[src/nfc_cfg.svh]
// constants for the nand flash host controller
`ifndef NFC_CFG_SVH
`define NFC_CFG_SVH

// command codes
`define NFC_CMD_READ      8'h00
`define NFC_CMD_READ_GO   8'h30
`define NFC_CMD_RCOL      8'h05
`define NFC_CMD_RCOL_GO   8'he0
`define NFC_CMD_RCACHE    8'h31
`define NFC_CMD_RLAST     8'h3f
`define NFC_CMD_DIN       8'h80
`define NFC_CMD_DIN_M     8'h81
`define NFC_CMD_WCOL      8'h85
`define NFC_CMD_PROG      8'h10
`define NFC_CMD_PROG_M    8'h11
`define NFC_CMD_PROG_C    8'h15
`define NFC_CMD_COPY_RD   8'h3a
`define NFC_CMD_COPY_WR   8'h8c
`define NFC_CMD_ERASE     8'h60
`define NFC_CMD_ERASE_GO  8'hd0
`define NFC_CMD_ID        8'h90
`define NFC_CMD_STATUS    8'h70
`define NFC_CMD_STATUS_M  8'h71
`define NFC_CMD_RESET     8'hff

// geometry and address layout
`define NFC_PAGE_BYTES    2176
`define NFC_MAIN_BYTES    2048
`define NFC_SPARE_BYTES   128
`define NFC_BLOCK_PAGES   64
`define NFC_COL_W         12
`define NFC_ROW_W         17
`define NFC_ADDR_LAST     3'h4
`define NFC_COL_LAST      3'h1
`define NFC_ROW_FIRST     3'h2

// status byte bits
`define NFC_ST_RDY_BIT    6
`define NFC_ST_FAIL_BIT   1

// timing, figures in ns, counts in core_clk cycles rounded up
`define NFC_CLK_NS        50
`define NFC_CYC_MIN(ns)   (((ns) + `NFC_CLK_NS - 1) / `NFC_CLK_NS)
`define NFC_T_WP_NS       12
`define NFC_T_WH_NS       10
`define NFC_T_RP_NS       12
`define NFC_T_REH_NS      10
`define NFC_T_WHR_NS      60
`define NFC_T_WB_NS       100
`define NFC_WP_CYC        `NFC_CYC_MIN(`NFC_T_WP_NS)
`define NFC_WH_CYC        `NFC_CYC_MIN(`NFC_T_WH_NS)
`define NFC_RP_CYC        `NFC_CYC_MIN(`NFC_T_RP_NS)
`define NFC_REH_CYC       `NFC_CYC_MIN(`NFC_T_REH_NS)
`define NFC_WHR_CYC       `NFC_CYC_MIN(`NFC_T_WHR_NS)
`define NFC_WB_CYC        `NFC_CYC_MIN(`NFC_T_WB_NS)

`endif

[src/nfc_pkg.sv]
// types and helper functions for the nand flash host controller
`include "nfc_cfg.svh"
package nfc_pkg;

   // one bus transaction kind per request
   typedef enum logic [2:0] {
      op_cmd, op_addr5, op_acol, op_arow, op_dwr, op_drd, op_wait
   } nfc_op_t;

   typedef enum logic [2:0] {
      st_idle, st_setup, st_wlow, st_whigh, st_rlow, st_rhigh, st_wb, st_wrdy
   } nfc_state_t;

   function automatic logic nfc_is_addr(input nfc_op_t k);
      return (k == op_addr5) || (k == op_acol) || (k == op_arow);
   endfunction

   // codes the device still takes while it is busy
   function automatic logic nfc_busy_ok(input logic [7:0] b);
      return (b == `NFC_CMD_STATUS) || (b == `NFC_CMD_STATUS_M) || (b == `NFC_CMD_RESET);
   endfunction

   function automatic logic [2:0] nfc_last_idx(input nfc_op_t k);
      logic [2:0] r;
      r = 3'h0;
      if (k == op_addr5 || k == op_arow) begin
         r = `NFC_ADDR_LAST;
      end else if (k == op_acol) begin
         r = `NFC_COL_LAST;
      end
      return r;
   endfunction

endpackage

[src/nfc_addr_byte.sv]
// picks one byte of the five-cycle column/row address
`timescale 1ns/100ps
`include "nfc_cfg.svh"
module nfc_addr_byte
   import nfc_pkg::*;
(
   input  wire logic [`NFC_COL_W-1:0] col,
   input  wire logic [`NFC_ROW_W-1:0] row,
   input  wire logic [2:0]            idx,
   output logic      [7:0]            addr_byte
);

   // column first, then row; unused high bits go out low
   always_comb begin
      unique case (idx)
         3'h0:    addr_byte = col[7:0];
         3'h1:    addr_byte = {4'h0, col[11:8]};
         3'h2:    addr_byte = row[7:0];
         3'h3:    addr_byte = row[15:8];
         3'h4:    addr_byte = {7'h00, row[16]};
         default: addr_byte = 8'h00;
      endcase
   end

endmodule

[src/nfc_host.sv]
// host side sequencer driving the nand flash strobes and shared bus
`timescale 1ns/100ps
`include "nfc_cfg.svh"
module nfc_host
   import nfc_pkg::*;
(
   input  wire logic                  core_clk,
   input  wire logic                  reset_n,
   input  wire logic                  op_valid,
   output logic                       op_ready,
   input  wire nfc_op_t               op_kind,
   input  wire logic [7:0]            op_byte,
   input  wire logic [`NFC_COL_W-1:0] op_col,
   input  wire logic [`NFC_ROW_W-1:0] op_row,
   input  wire logic                  protect,
   output logic                       rd_valid,
   output logic [7:0]                 rd_data,
   output logic [`NFC_COL_W-1:0]      rd_col,
   output logic                       stat_ready,
   output logic                       stat_fail,
   output logic                       dev_busy,
   output logic                       cle,
   output logic                       ale,
   output logic                       ce_n,
   output logic                       we_n,
   output logic                       re_n,
   output logic                       wp_n,
   output logic [7:0]                 io_out,
   output logic                       io_oe_n,
   input  wire logic [7:0]            io_in,
   input  wire logic                  ready_busy_n
);

   localparam logic [3:0] WP_CYC  = 4'(`NFC_WP_CYC);
   localparam logic [3:0] WH_CYC  = 4'(`NFC_WH_CYC);
   localparam logic [3:0] RP_CYC  = 4'(`NFC_RP_CYC);
   localparam logic [3:0] REH_CYC = 4'(`NFC_REH_CYC);
   localparam logic [3:0] WHR_CYC = 4'(`NFC_WHR_CYC);
   localparam logic [3:0] WB_CYC  = 4'(`NFC_WB_CYC);
   localparam logic [`NFC_COL_W-1:0] COL_END = `NFC_COL_W'(`NFC_PAGE_BYTES - 1);

   nfc_state_t              state_q, state_d;
   nfc_op_t                 kind_q, kind_d;
   logic [3:0]              cnt_q, cnt_d;
   logic [2:0]              idx_q, idx_d;
   logic [3:0]              whr_q;
   logic [7:0]              byte_q, byte_d;
   logic [`NFC_COL_W-1:0]   col_q, col_d;
   logic [`NFC_ROW_W-1:0]   row_q, row_d;
   logic                    status_mode_q;
   logic                    acc;
   logic                    busy_ok;
   logic                    wr_phase;
   logic [7:0]              addr_byte;

   // the pin is used without a synchroniser; low means the device is working
   assign dev_busy = ~ready_busy_n;

   // while busy only status, reset, status data and waits go out
   assign busy_ok  = (op_kind == op_wait) ||
                     (op_kind == op_cmd && nfc_busy_ok(op_byte)) ||
                     (op_kind == op_drd && status_mode_q);
   assign op_ready = (state_q == st_idle) && (!dev_busy || busy_ok);
   assign acc      = op_valid && op_ready;

   // request fields seen by the pin registers in the accept cycle
   assign byte_d = acc ? op_byte : byte_q;
   assign col_d  = acc ? op_col  : col_q;
   assign row_d  = acc ? op_row  : row_q;

   nfc_addr_byte u_addr (
      .col       (col_d),
      .row       (row_d),
      .idx       (idx_d),
      .addr_byte (addr_byte)
   );

   // next state of the bus cycle sequencer
   always_comb begin
      state_d = state_q;
      kind_d  = kind_q;
      cnt_d   = cnt_q;
      idx_d   = idx_q;
      unique case (state_q)
         st_idle: begin
            if (acc) begin
               kind_d = op_kind;
               idx_d  = (op_kind == op_arow) ? `NFC_ROW_FIRST : 3'h0;
               cnt_d  = 4'h0;
               if (op_kind == op_wait) begin
                  state_d = st_wb;
                  cnt_d   = WB_CYC - 4'h1;
               end else begin
                  state_d = st_setup;
               end
            end
         end
         st_setup: begin
            if (kind_q == op_drd) begin
               // hold off the read strobe until write-to-read spacing is met
               if (whr_q == 4'h0) begin
                  state_d = st_rlow;
                  cnt_d   = RP_CYC - 4'h1;
               end
            end else begin
               state_d = st_wlow;
               cnt_d   = WP_CYC - 4'h1;
            end
         end
         st_wlow: begin
            if (cnt_q == 4'h0) begin
               state_d = st_whigh;
               cnt_d   = WH_CYC - 4'h1;
            end else begin
               cnt_d = cnt_q - 4'h1;
            end
         end
         st_whigh: begin
            if (cnt_q != 4'h0) begin
               cnt_d = cnt_q - 4'h1;
            end else if (idx_q == nfc_last_idx(kind_q)) begin
               state_d = st_idle;
            end else begin
               idx_d   = idx_q + 3'h1;
               state_d = st_setup;
            end
         end
         st_rlow: begin
            if (cnt_q == 4'h0) begin
               state_d = st_rhigh;
               cnt_d   = REH_CYC - 4'h1;
            end else begin
               cnt_d = cnt_q - 4'h1;
            end
         end
         st_rhigh: begin
            if (cnt_q == 4'h0) begin
               state_d = st_idle;
            end else begin
               cnt_d = cnt_q - 4'h1;
            end
         end
         st_wb: begin
            // busy may not show until the write-to-busy delay has passed
            if (cnt_q == 4'h0) begin
               state_d = st_wrdy;
            end else begin
               cnt_d = cnt_q - 4'h1;
            end
         end
         st_wrdy: begin
            if (ready_busy_n) begin
               state_d = st_idle;
            end
         end
      endcase
   end

   // sequencer and request registers
   always_ff @(posedge core_clk) begin
      if (!reset_n) begin
         state_q <= st_idle;
         kind_q  <= op_cmd;
         cnt_q   <= 4'h0;
         idx_q   <= 3'h0;
         byte_q  <= 8'h00;
         col_q   <= '0;
         row_q   <= '0;
      end else begin
         state_q <= state_d;
         kind_q  <= kind_d;
         cnt_q   <= cnt_d;
         idx_q   <= idx_d;
         byte_q  <= byte_d;
         col_q   <= col_d;
         row_q   <= row_d;
      end
   end

   // spacing from the last write strobe rise to the next read fall
   always_ff @(posedge core_clk) begin
      if (!reset_n) begin
         whr_q <= 4'h0;
      end else if (state_q == st_wlow && state_d == st_whigh) begin
         whr_q <= WHR_CYC;
      end else if (whr_q != 4'h0) begin
         whr_q <= whr_q - 4'h1;
      end
   end

   // pins come from flops so strobes never glitch
   assign wr_phase = (state_d == st_setup || state_d == st_wlow || state_d == st_whigh) &&
                     kind_d != op_drd;
   always_ff @(posedge core_clk) begin
      if (!reset_n) begin
         cle     <= 1'b0;
         ale     <= 1'b0;
         ce_n    <= 1'b1;
         we_n    <= 1'b1;
         re_n    <= 1'b1;
         io_oe_n <= 1'b1;
         io_out  <= 8'h00;
      end else begin
         cle     <= wr_phase && kind_d == op_cmd;
         ale     <= wr_phase && nfc_is_addr(kind_d);
         // deselect when idle: standby while ready, harmless while busy
         ce_n    <= state_d == st_idle || state_d == st_wb || state_d == st_wrdy;
         we_n    <= state_d != st_wlow;
         re_n    <= state_d != st_rlow;
         io_oe_n <= !wr_phase;
         io_out  <= nfc_is_addr(kind_d) ? addr_byte : byte_d;
      end
   end

   // read capture at the end of the low read pulse
   always_ff @(posedge core_clk) begin
      if (!reset_n) begin
         rd_valid <= 1'b0;
         rd_data  <= 8'h00;
      end else begin
         rd_valid <= state_q == st_rlow && cnt_q == 4'h0;
         if (state_q == st_rlow && cnt_q == 4'h0) begin
            rd_data <= io_in;
         end
      end
   end

   // mirror of the device column counter; wraps at the page end
   always_ff @(posedge core_clk) begin
      if (!reset_n) begin
         rd_col <= '0;
      end else if (state_q == st_whigh && cnt_q == 4'h0 && idx_q == `NFC_COL_LAST &&
                   (kind_q == op_addr5 || kind_q == op_acol)) begin
         rd_col <= col_q;
      end else if (state_q == st_rlow && cnt_q == 4'h0 && !status_mode_q) begin
         rd_col <= (rd_col == COL_END) ? '0 : rd_col + 1'b1;
      end
   end

   // status mode follows the last command written
   always_ff @(posedge core_clk) begin
      if (!reset_n) begin
         status_mode_q <= 1'b0;
      end else if (state_q == st_wlow && kind_q == op_cmd) begin
         status_mode_q <= byte_q == `NFC_CMD_STATUS || byte_q == `NFC_CMD_STATUS_M;
      end
   end

   // decoded status bits from each status byte read
   always_ff @(posedge core_clk) begin
      if (!reset_n) begin
         stat_ready <= 1'b0;
         stat_fail  <= 1'b0;
      end else if (state_q == st_rlow && cnt_q == 4'h0 && status_mode_q) begin
         stat_ready <= io_in[`NFC_ST_RDY_BIT];
         stat_fail  <= io_in[`NFC_ST_FAIL_BIT];
      end
   end

   // protect only changes while idle and ready, never inside an operation
   always_ff @(posedge core_clk) begin
      if (!reset_n) begin
         wp_n <= 1'b0;
      end else if (state_q == st_idle && !acc && !dev_busy) begin
         wp_n <= !protect;
      end
   end

endmodule

[config.mk]
export PLATFORM = sky130hd
export DESIGN_NAME = nfc_host
export DESIGN_NICKNAME = d
export VERILOG_FILES = /design/src/nfc_pkg.sv /design/src/nfc_addr_byte.sv /design/src/nfc_host.sv
export VERILOG_INCLUDE_DIRS = /design/src
export SDC_FILE = /design/constraint.sdc
export NUM_CORES = 1
export LEC_CHECK = 0
export ABC_AREA = 1
export BUFFER_PORTS_ARGS = -buffer_cell sky130_fd_sc_hd__buf_2
export CELL_PAD_IN_SITES_DETAIL_PLACEMENT = 2
export CELL_PAD_IN_SITES_GLOBAL_PLACEMENT = 2
export CORE_MARGIN = 5
export CORE_UTILIZATION = 30
export DETAILED_ROUTE_END_ITERATION = 6
export GPL_ROUTABILITY_DRIVEN = 0
export PLACE_DENSITY = 0.86
export SYNTH_ARGS = -nofsm -noshare
export SYNTH_HDL_FRONTEND = slang
export SYNTH_SLANG_ARGS = --single-unit
[constraint.sdc]
create_clock -name core_clk -period 4.4 [get_ports core_clk]
set_clock_uncertainty 0.2 [all_clocks]
set_input_delay 0.88 -clock core_clk [delete_from_list [all_inputs] [get_ports core_clk]]
set_output_delay 0.88 -clock core_clk [all_outputs]
set_load 0.01 [all_outputs]
### Yosys cells after proc, flatten, opt, wreduce, memory -nomap -nowiden

Index checks and enable logic that the tools add are counted.

| storage, ports and cells | value |
|---|---|
| register bits after elaboration | 93 |
| input port bits | 53 |
| output and inout bits | 40 |
| word-level logic and storage cells | 163 |

| cells by class | value |
|---|---|
| add/sub/neg operators | 4 |
| eq/ne operators | 41 |
| multiplexer cells | 41 |
| bitwise logic cells | 2 |
| reductions and logical operators | 52 |

Operator list:

| kind | count |
|---|---|
| $mux W3 | 18 |
| $mux W12 | 4 |
| $pmux W8 S5 | 1 |
| $eq A3 B2 Y1 const B | 11 |
| $eq A8 B7 Y1 const B | 4 |
| $eq A3 B3 Y1 const B | 10 |
| $mux W4 | 6 |
| $pmux W3 S8 | 1 |
| $pmux W4 S5 | 1 |
| $eq A3 B1 Y1 const B | 6 |
| $logic_not A3 Y1 | 6 |
| $logic_and A1 B1 Y1 | 17 |
| $mux W17 | 1 |
| $mux W8 | 2 |
| $logic_or A1 B1 Y1 | 14 |
| $add A12 B1 Y12 const B | 1 |
| $eq A12 B12 Y1 const B | 1 |
| $ne A3 B3 Y1 const B | 3 |
| $eq A8 B8 Y1 const B | 1 |
| $logic_not A4 Y1 | 2 |
| $reduce_bool A4 Y1 | 2 |
| $sub A4 B1 Y4 const B | 2 |
| $mux W2 | 3 |
| $ne A2 B2 Y1 const B | 3 |
| 11 further kinds | 20 |

### Logic depth before layout (Yosys ltp)

| logic depth | value |
|---|---|
| depth in word-level cells | 16 |
| mapped depth | 17 |
| gate-level depth less buffers | 16 |

### Modules after synthesis

A second synthesis with hierarchy kept.

| unflattened totals | value |
|---|---|
| cell total of the unflattened synthesis | 704 |
| area, all modules | 4807.1 um^2 |

By module, submodules not included:

| module | times used | cells an instance | area an instance (um^2) | sequential area each (um^2) |
|---|---|---|---|---|
| nfc_host | 1 | 643 | 4495.6 | 1861.8 |
| nfc_addr_byte | 1 | 61 | 311.5 | 0.0 |

### Least setup slack after synthesis

OpenSTA, ideal clock, no wires.

| timing path | value |
|---|---|
| path kind | input -> register |
| start | input op_kind[1] |
| end | register io_out[3] |
| library setup time | 0.116 ns |
| arrival time | 2.189 ns |
| path slack | 1.895 ns |
| cell stages on the path | 16 |
| cell sequence | inv_1 -> nor2_2 -> nand2_1 -> nand2_1 -> nor2_2 -> nand2_2 -> nand3_2 -> buf_6 -> nand2_1 -> nand3_2 -> nand3_4 -> buf_2 -> nand3_1 -> nand2_1 -> o21ai_1 -> nand2_1 |

| on the way | value |
|---|---|
| longest elaborated chain between the ends | 13 |

RTL lines:

| what | RTL line | text |
|---|---|---|
| start, declared | nfc_host.sv:11 | `input wire nfc_op_t op_kind,` |
| parallel branches: the longest is 12 deep, another holds $pmux W8 S5 | -- |  |
| $mux W8 * | nfc_host.sv:211 | `io_out <= nfc_is_addr(kind_d) ? addr_byte : byte_d;` |
| end signal, assigned | nfc_host.sv:211 |  |
| end, declared | nfc_host.sv:28 | `output logic [7:0] io_out,` |

Mark *: on every way between the ends.
A chain may end at the register's enable or synchronous reset.

### Worst setup path after layout

| timing path | value |
|---|---|
| start | input op_byte[2] |
| end | register ce_n |

| on the way | value |
|---|---|
| longest elaborated chain between the ends | 14 |

RTL lines:

| what | RTL line | text |
|---|---|---|
| start, declared | nfc_host.sv:12 | `input wire logic [7:0] op_byte,` |
| $eq A8 B7 Y1 (no line) | -- |  |
| $logic_or A1 B1 Y1 | nfc_pkg.sv:20 | `` return (b == `NFC_CMD_STATUS) \|\| (b == `NFC_CMD_STATUS_M) \|\| (b == `NFC_CMD_RESET); `` |
| $logic_or A1 B1 Y1 * | nfc_pkg.sv:20 |  |
| $logic_and A1 B1 Y1 * | nfc_host.sv:61 | `(op_kind == op_cmd && nfc_busy_ok(op_byte)) \|\|` |
| $logic_or A1 B1 Y1 * | nfc_host.sv:60 | `assign busy_ok = (op_kind == op_wait) \|\|` |
| $logic_or A1 B1 Y1 * | nfc_host.sv:61 |  |
| $logic_or A1 B1 Y1 * | nfc_host.sv:63 | `assign op_ready = (state_q == st_idle) && (!dev_busy \|\| busy_ok);` |
| $logic_and A1 B1 Y1 * | nfc_host.sv:63 |  |
| $logic_and A1 B1 Y1 * | nfc_host.sv:64 | `assign acc = op_valid && op_ready;` |
| $mux W3 * | nfc_host.sv:86 | `if (acc) begin` |
| $pmux W3 S8 * | nfc_host.sv:84 | `unique case (state_q)` |
| $eq A3 B3 Y1 or $logic_not A3 Y1 (tied branches) | nfc_host.sv:207 | `ce_n <= state_d == st_idle \|\| state_d == st_wb \|\| state_d == st_wrdy;` |
| $logic_or A1 B1 Y1 | nfc_host.sv:207 |  |
| $logic_or A1 B1 Y1 * | nfc_host.sv:207 |  |
| end signal, assigned | nfc_host.sv:207 |  |
| end, declared | nfc_host.sv:24 | `output logic ce_n,` |

Every way passes the cells marked *; elsewhere a longest branch is shown, timed or not.

==> reports/metrics.csv <==
metric,value,unit
status,finished clean,
vias_per_cell,5.13,
cts_tree,done,
hold_buffers,0,
layout_min_cycle_time,3.48,ns
power_density,598,nW/µm²
vdd_drop_max,0.258,mV
start_util,30.6,%
dp_hpwl,13.4,mm
ys_ff_latch,93,
syn_area,4650,µm²
syn_inst,673,
die_h,135,µm
wl_per_cell,18.5,µm
timing.slew.headroom,47.2,%
antenna-diode-count,0,
fin_setup_tns,0,ns
die_area,18100,µm²
synth_nets,731,
yosysWarnings,0,
top_layer,met4,
drv_slew,0,
dpl.cell_count,934,
route.detailed.drc,0,
instances_no_fill,949,
overflow,0,
clk_latency,0.36,ns
met2_length,8.88,mm
total_power,3290,µW
clockBufferDepth,2,
maxCapViolCount,0,
max_freq,287,MHz
h-tree-depth,3,
ios,93,
cp-end-kind,flop,
crit_type,primary input to flop,
worst_slew_pin_slew,0.787,ns
routed_wl,17.6,mm
setup_violations,0,
grt_pass1_vias,5416,
synth_top_area_share,40.0,%
drive_above_1_share,19.1,%
path_clk_slew,0.07,ns
antenna_left,0,
ys_types,47,
cp-start-kind,primary input,
synthTopCellsByArea,"dfxtp_1, nand2_1, nor2_1, inv_1, nand3_1",
finalNetCount,815,
postCtsSetupRepairBufs,0,
via_count,4867,
critPathArrivalTime,3.58,ns
finalCritPeriodShare,79.2,%
drt_iter0_drc,138,
worst_slack,0.917,ns
hold_viol,0,
cts_num_sinks,93,
die_w,135,µm
cts_resized,0,
yosysTopAreaCell,dfxtp_1,
area_delta_synth_final,18.4,%
m1WireLength,7.74,mm
hp-class,flop to flop,
grt_pass1_wl,28.5,mm
grt_max_degree,30,
placed_area,5240,µm²
seq_area_frac_synth,40.0,%
numCtsBuffers,9,
met3_wirelength,525,µm
final_cell_area,5510,µm²
antenna_found_initial,0,
core_area,15200,µm²
pre_cts_ws,0.598,ns
numPortBuffers,92,
reg2reg_depth,13,
row_count,45,
dr.pass1.iters,4,
rsz0062_at_grt,no,
p_leak,0.00265,µW
syn_area_per_cell,6.92,µm²
critPathRequiredTime,4.50,ns
cp_max_fo,29,
track_usage,19.8,%
whs_path_depth,2,
root_buffer,clkbuf_16,
-- critical path: stages --
cell and delay [ns]:
buf_2 0.10, nand2_1 0.05, o21ai_0 0.30, nand3_1 0.18
nand2_2 0.11, nand3_2 0.50, inv_4 0.49, nand3_1 0.18
nand2_1 0.15, nor2_1 0.10, nor3_4 0.19, nand2_1 0.10
nand3_2 0.10, inv_2 0.06, nor2_2 0.07
-- cell type report --
class / count / area [µm²]
Sequential cell: 93 / 1860
Clock buffer: 10 / 229
Multi-Input combinational cell: 482 / 2370
Inverter: 76 / 289
Tap cell: 188 / 235
Timing Repair Buffer: 95 / 483
Fill cell: 1826 / 9690
Clock inverter: 5 / 37.5
-- per-stage QoR --
step	hold slack, ns	utilization, %
after global placement	0.244	34.5
after CTS	0.280	36.2
final	0.277	36.2
after floorplan	0.233	-
after detailed placement	0.270	34.5
after global routing	0.298	36.2
-- sequential cells by signal, indices dropped and copies added, names as in the netlist, 3 cells and up --
signal and count:
row_q 17, col_q 12, rd_col 12, byte_q 8, io_out 8, rd_data 8
cnt_q 4, whr_q 4, idx_q 3, kind_q 3, state_q 3
-- logic make-up after synthesis --
family / synth area share, %
muxes: 0.430
buffers and inverters: 8.98
DFF: 40.0
adders and majority gates: 1.34
xor gates and xnor gates: 0.941
and+or+nand+nor: 34.8
AOI/OAI and AO/OA: 13.5
-- synthesized netlist by cell type, drive strengths merged --
| cell type | instances |
|---|---|
| a2111oi | 1 |
| a21oi | 48 |
| buf | 13 |
| clkinv | 2 |
| a211oi | 5 |
| xor2 | 4 |
| o21a | 2 |
| a2bb2oi | 1 |
| o2111ai | 1 |
| nor3 | 11 |
| a221oi | 1 |
| ha | 5 |
| nand2 | 188 |
| o22ai | 4 |
| nand2b | 1 |
| a31oi | 5 |
| xnor2 | 1 |
| mux2i | 2 |
| nor4 | 4 |
| dfxtp | 93 |
| a41oi | 1 |
| nor2 | 85 |
| or2 | 2 |
| nand3b | 7 |
| nand3 | 54 |
| o211ai | 2 |
| clkbuf | 9 |
| nand4 | 7 |
| o21ai | 38 |
| inv | 74 |
| a311oi | 1 |
| o221ai | 1 |
-- metal layers --
layer	track usage (%)	vias up
met2	35.3	78
met4	7.07	0
met3	2.57	30
met5	0	-
li1	-	2349
met1	24.5	2410
-- where the power goes --
| part | switching, µW | internal [µW] | leakage (µW) |
|---|---|---|---|
| logic | 998 | 408 | 0.00177 |
| clock network | 353 | 383 | 0.000125 |
| registers | 121 | 1030 | 0.000759 |
-- worst paths after layout --
kind | startpoint | to | slack [ns]
worst min-delay path | row_q[7] | row_q[7] | 0.28
worst max register to register | state_q[1] | ce_n | 1.24
worst max-delay path | op_byte[2] | ce_n | 0.92
worst min register to register | row_q[7] | row_q[7] | 0.28
-- cell usage in the layout (no fill, tap or decap), drive strengths merged --
cell type | netlist | routed
nand3 | 54 | 54
ha | 5 | 5
a311oi | 1 | 1
a221oi | 1 | 1
clkinv | 2 | 4
a41oi | 1 | 1
dfxtp | 93 | 93
inv | 74 | 75
nand2b | 1 | 1
clkinvlp | 0 | 2
nor3 | 11 | 11
nor2 | 85 | 85
buf | 13 | 95
nand4 | 7 | 7
o22ai | 4 | 4
nand3b | 7 | 7
o21ai | 38 | 38
a21oi | 48 | 48
a2bb2oi | 1 | 1
a31oi | 5 | 5
a2111oi | 1 | 1
nand2 | 188 | 188
o21a | 2 | 2
a211oi | 5 | 5
xnor2 | 1 | 1
o2111ai | 1 | 1
mux2i | 2 | 2
o211ai | 2 | 2
or2 | 2 | 2
o221ai | 1 | 1
xor2 | 4 | 4
nor4 | 4 | 4
clkbuf | 9 | 10
Note: power is estimated with default switching activity, not from simulation.
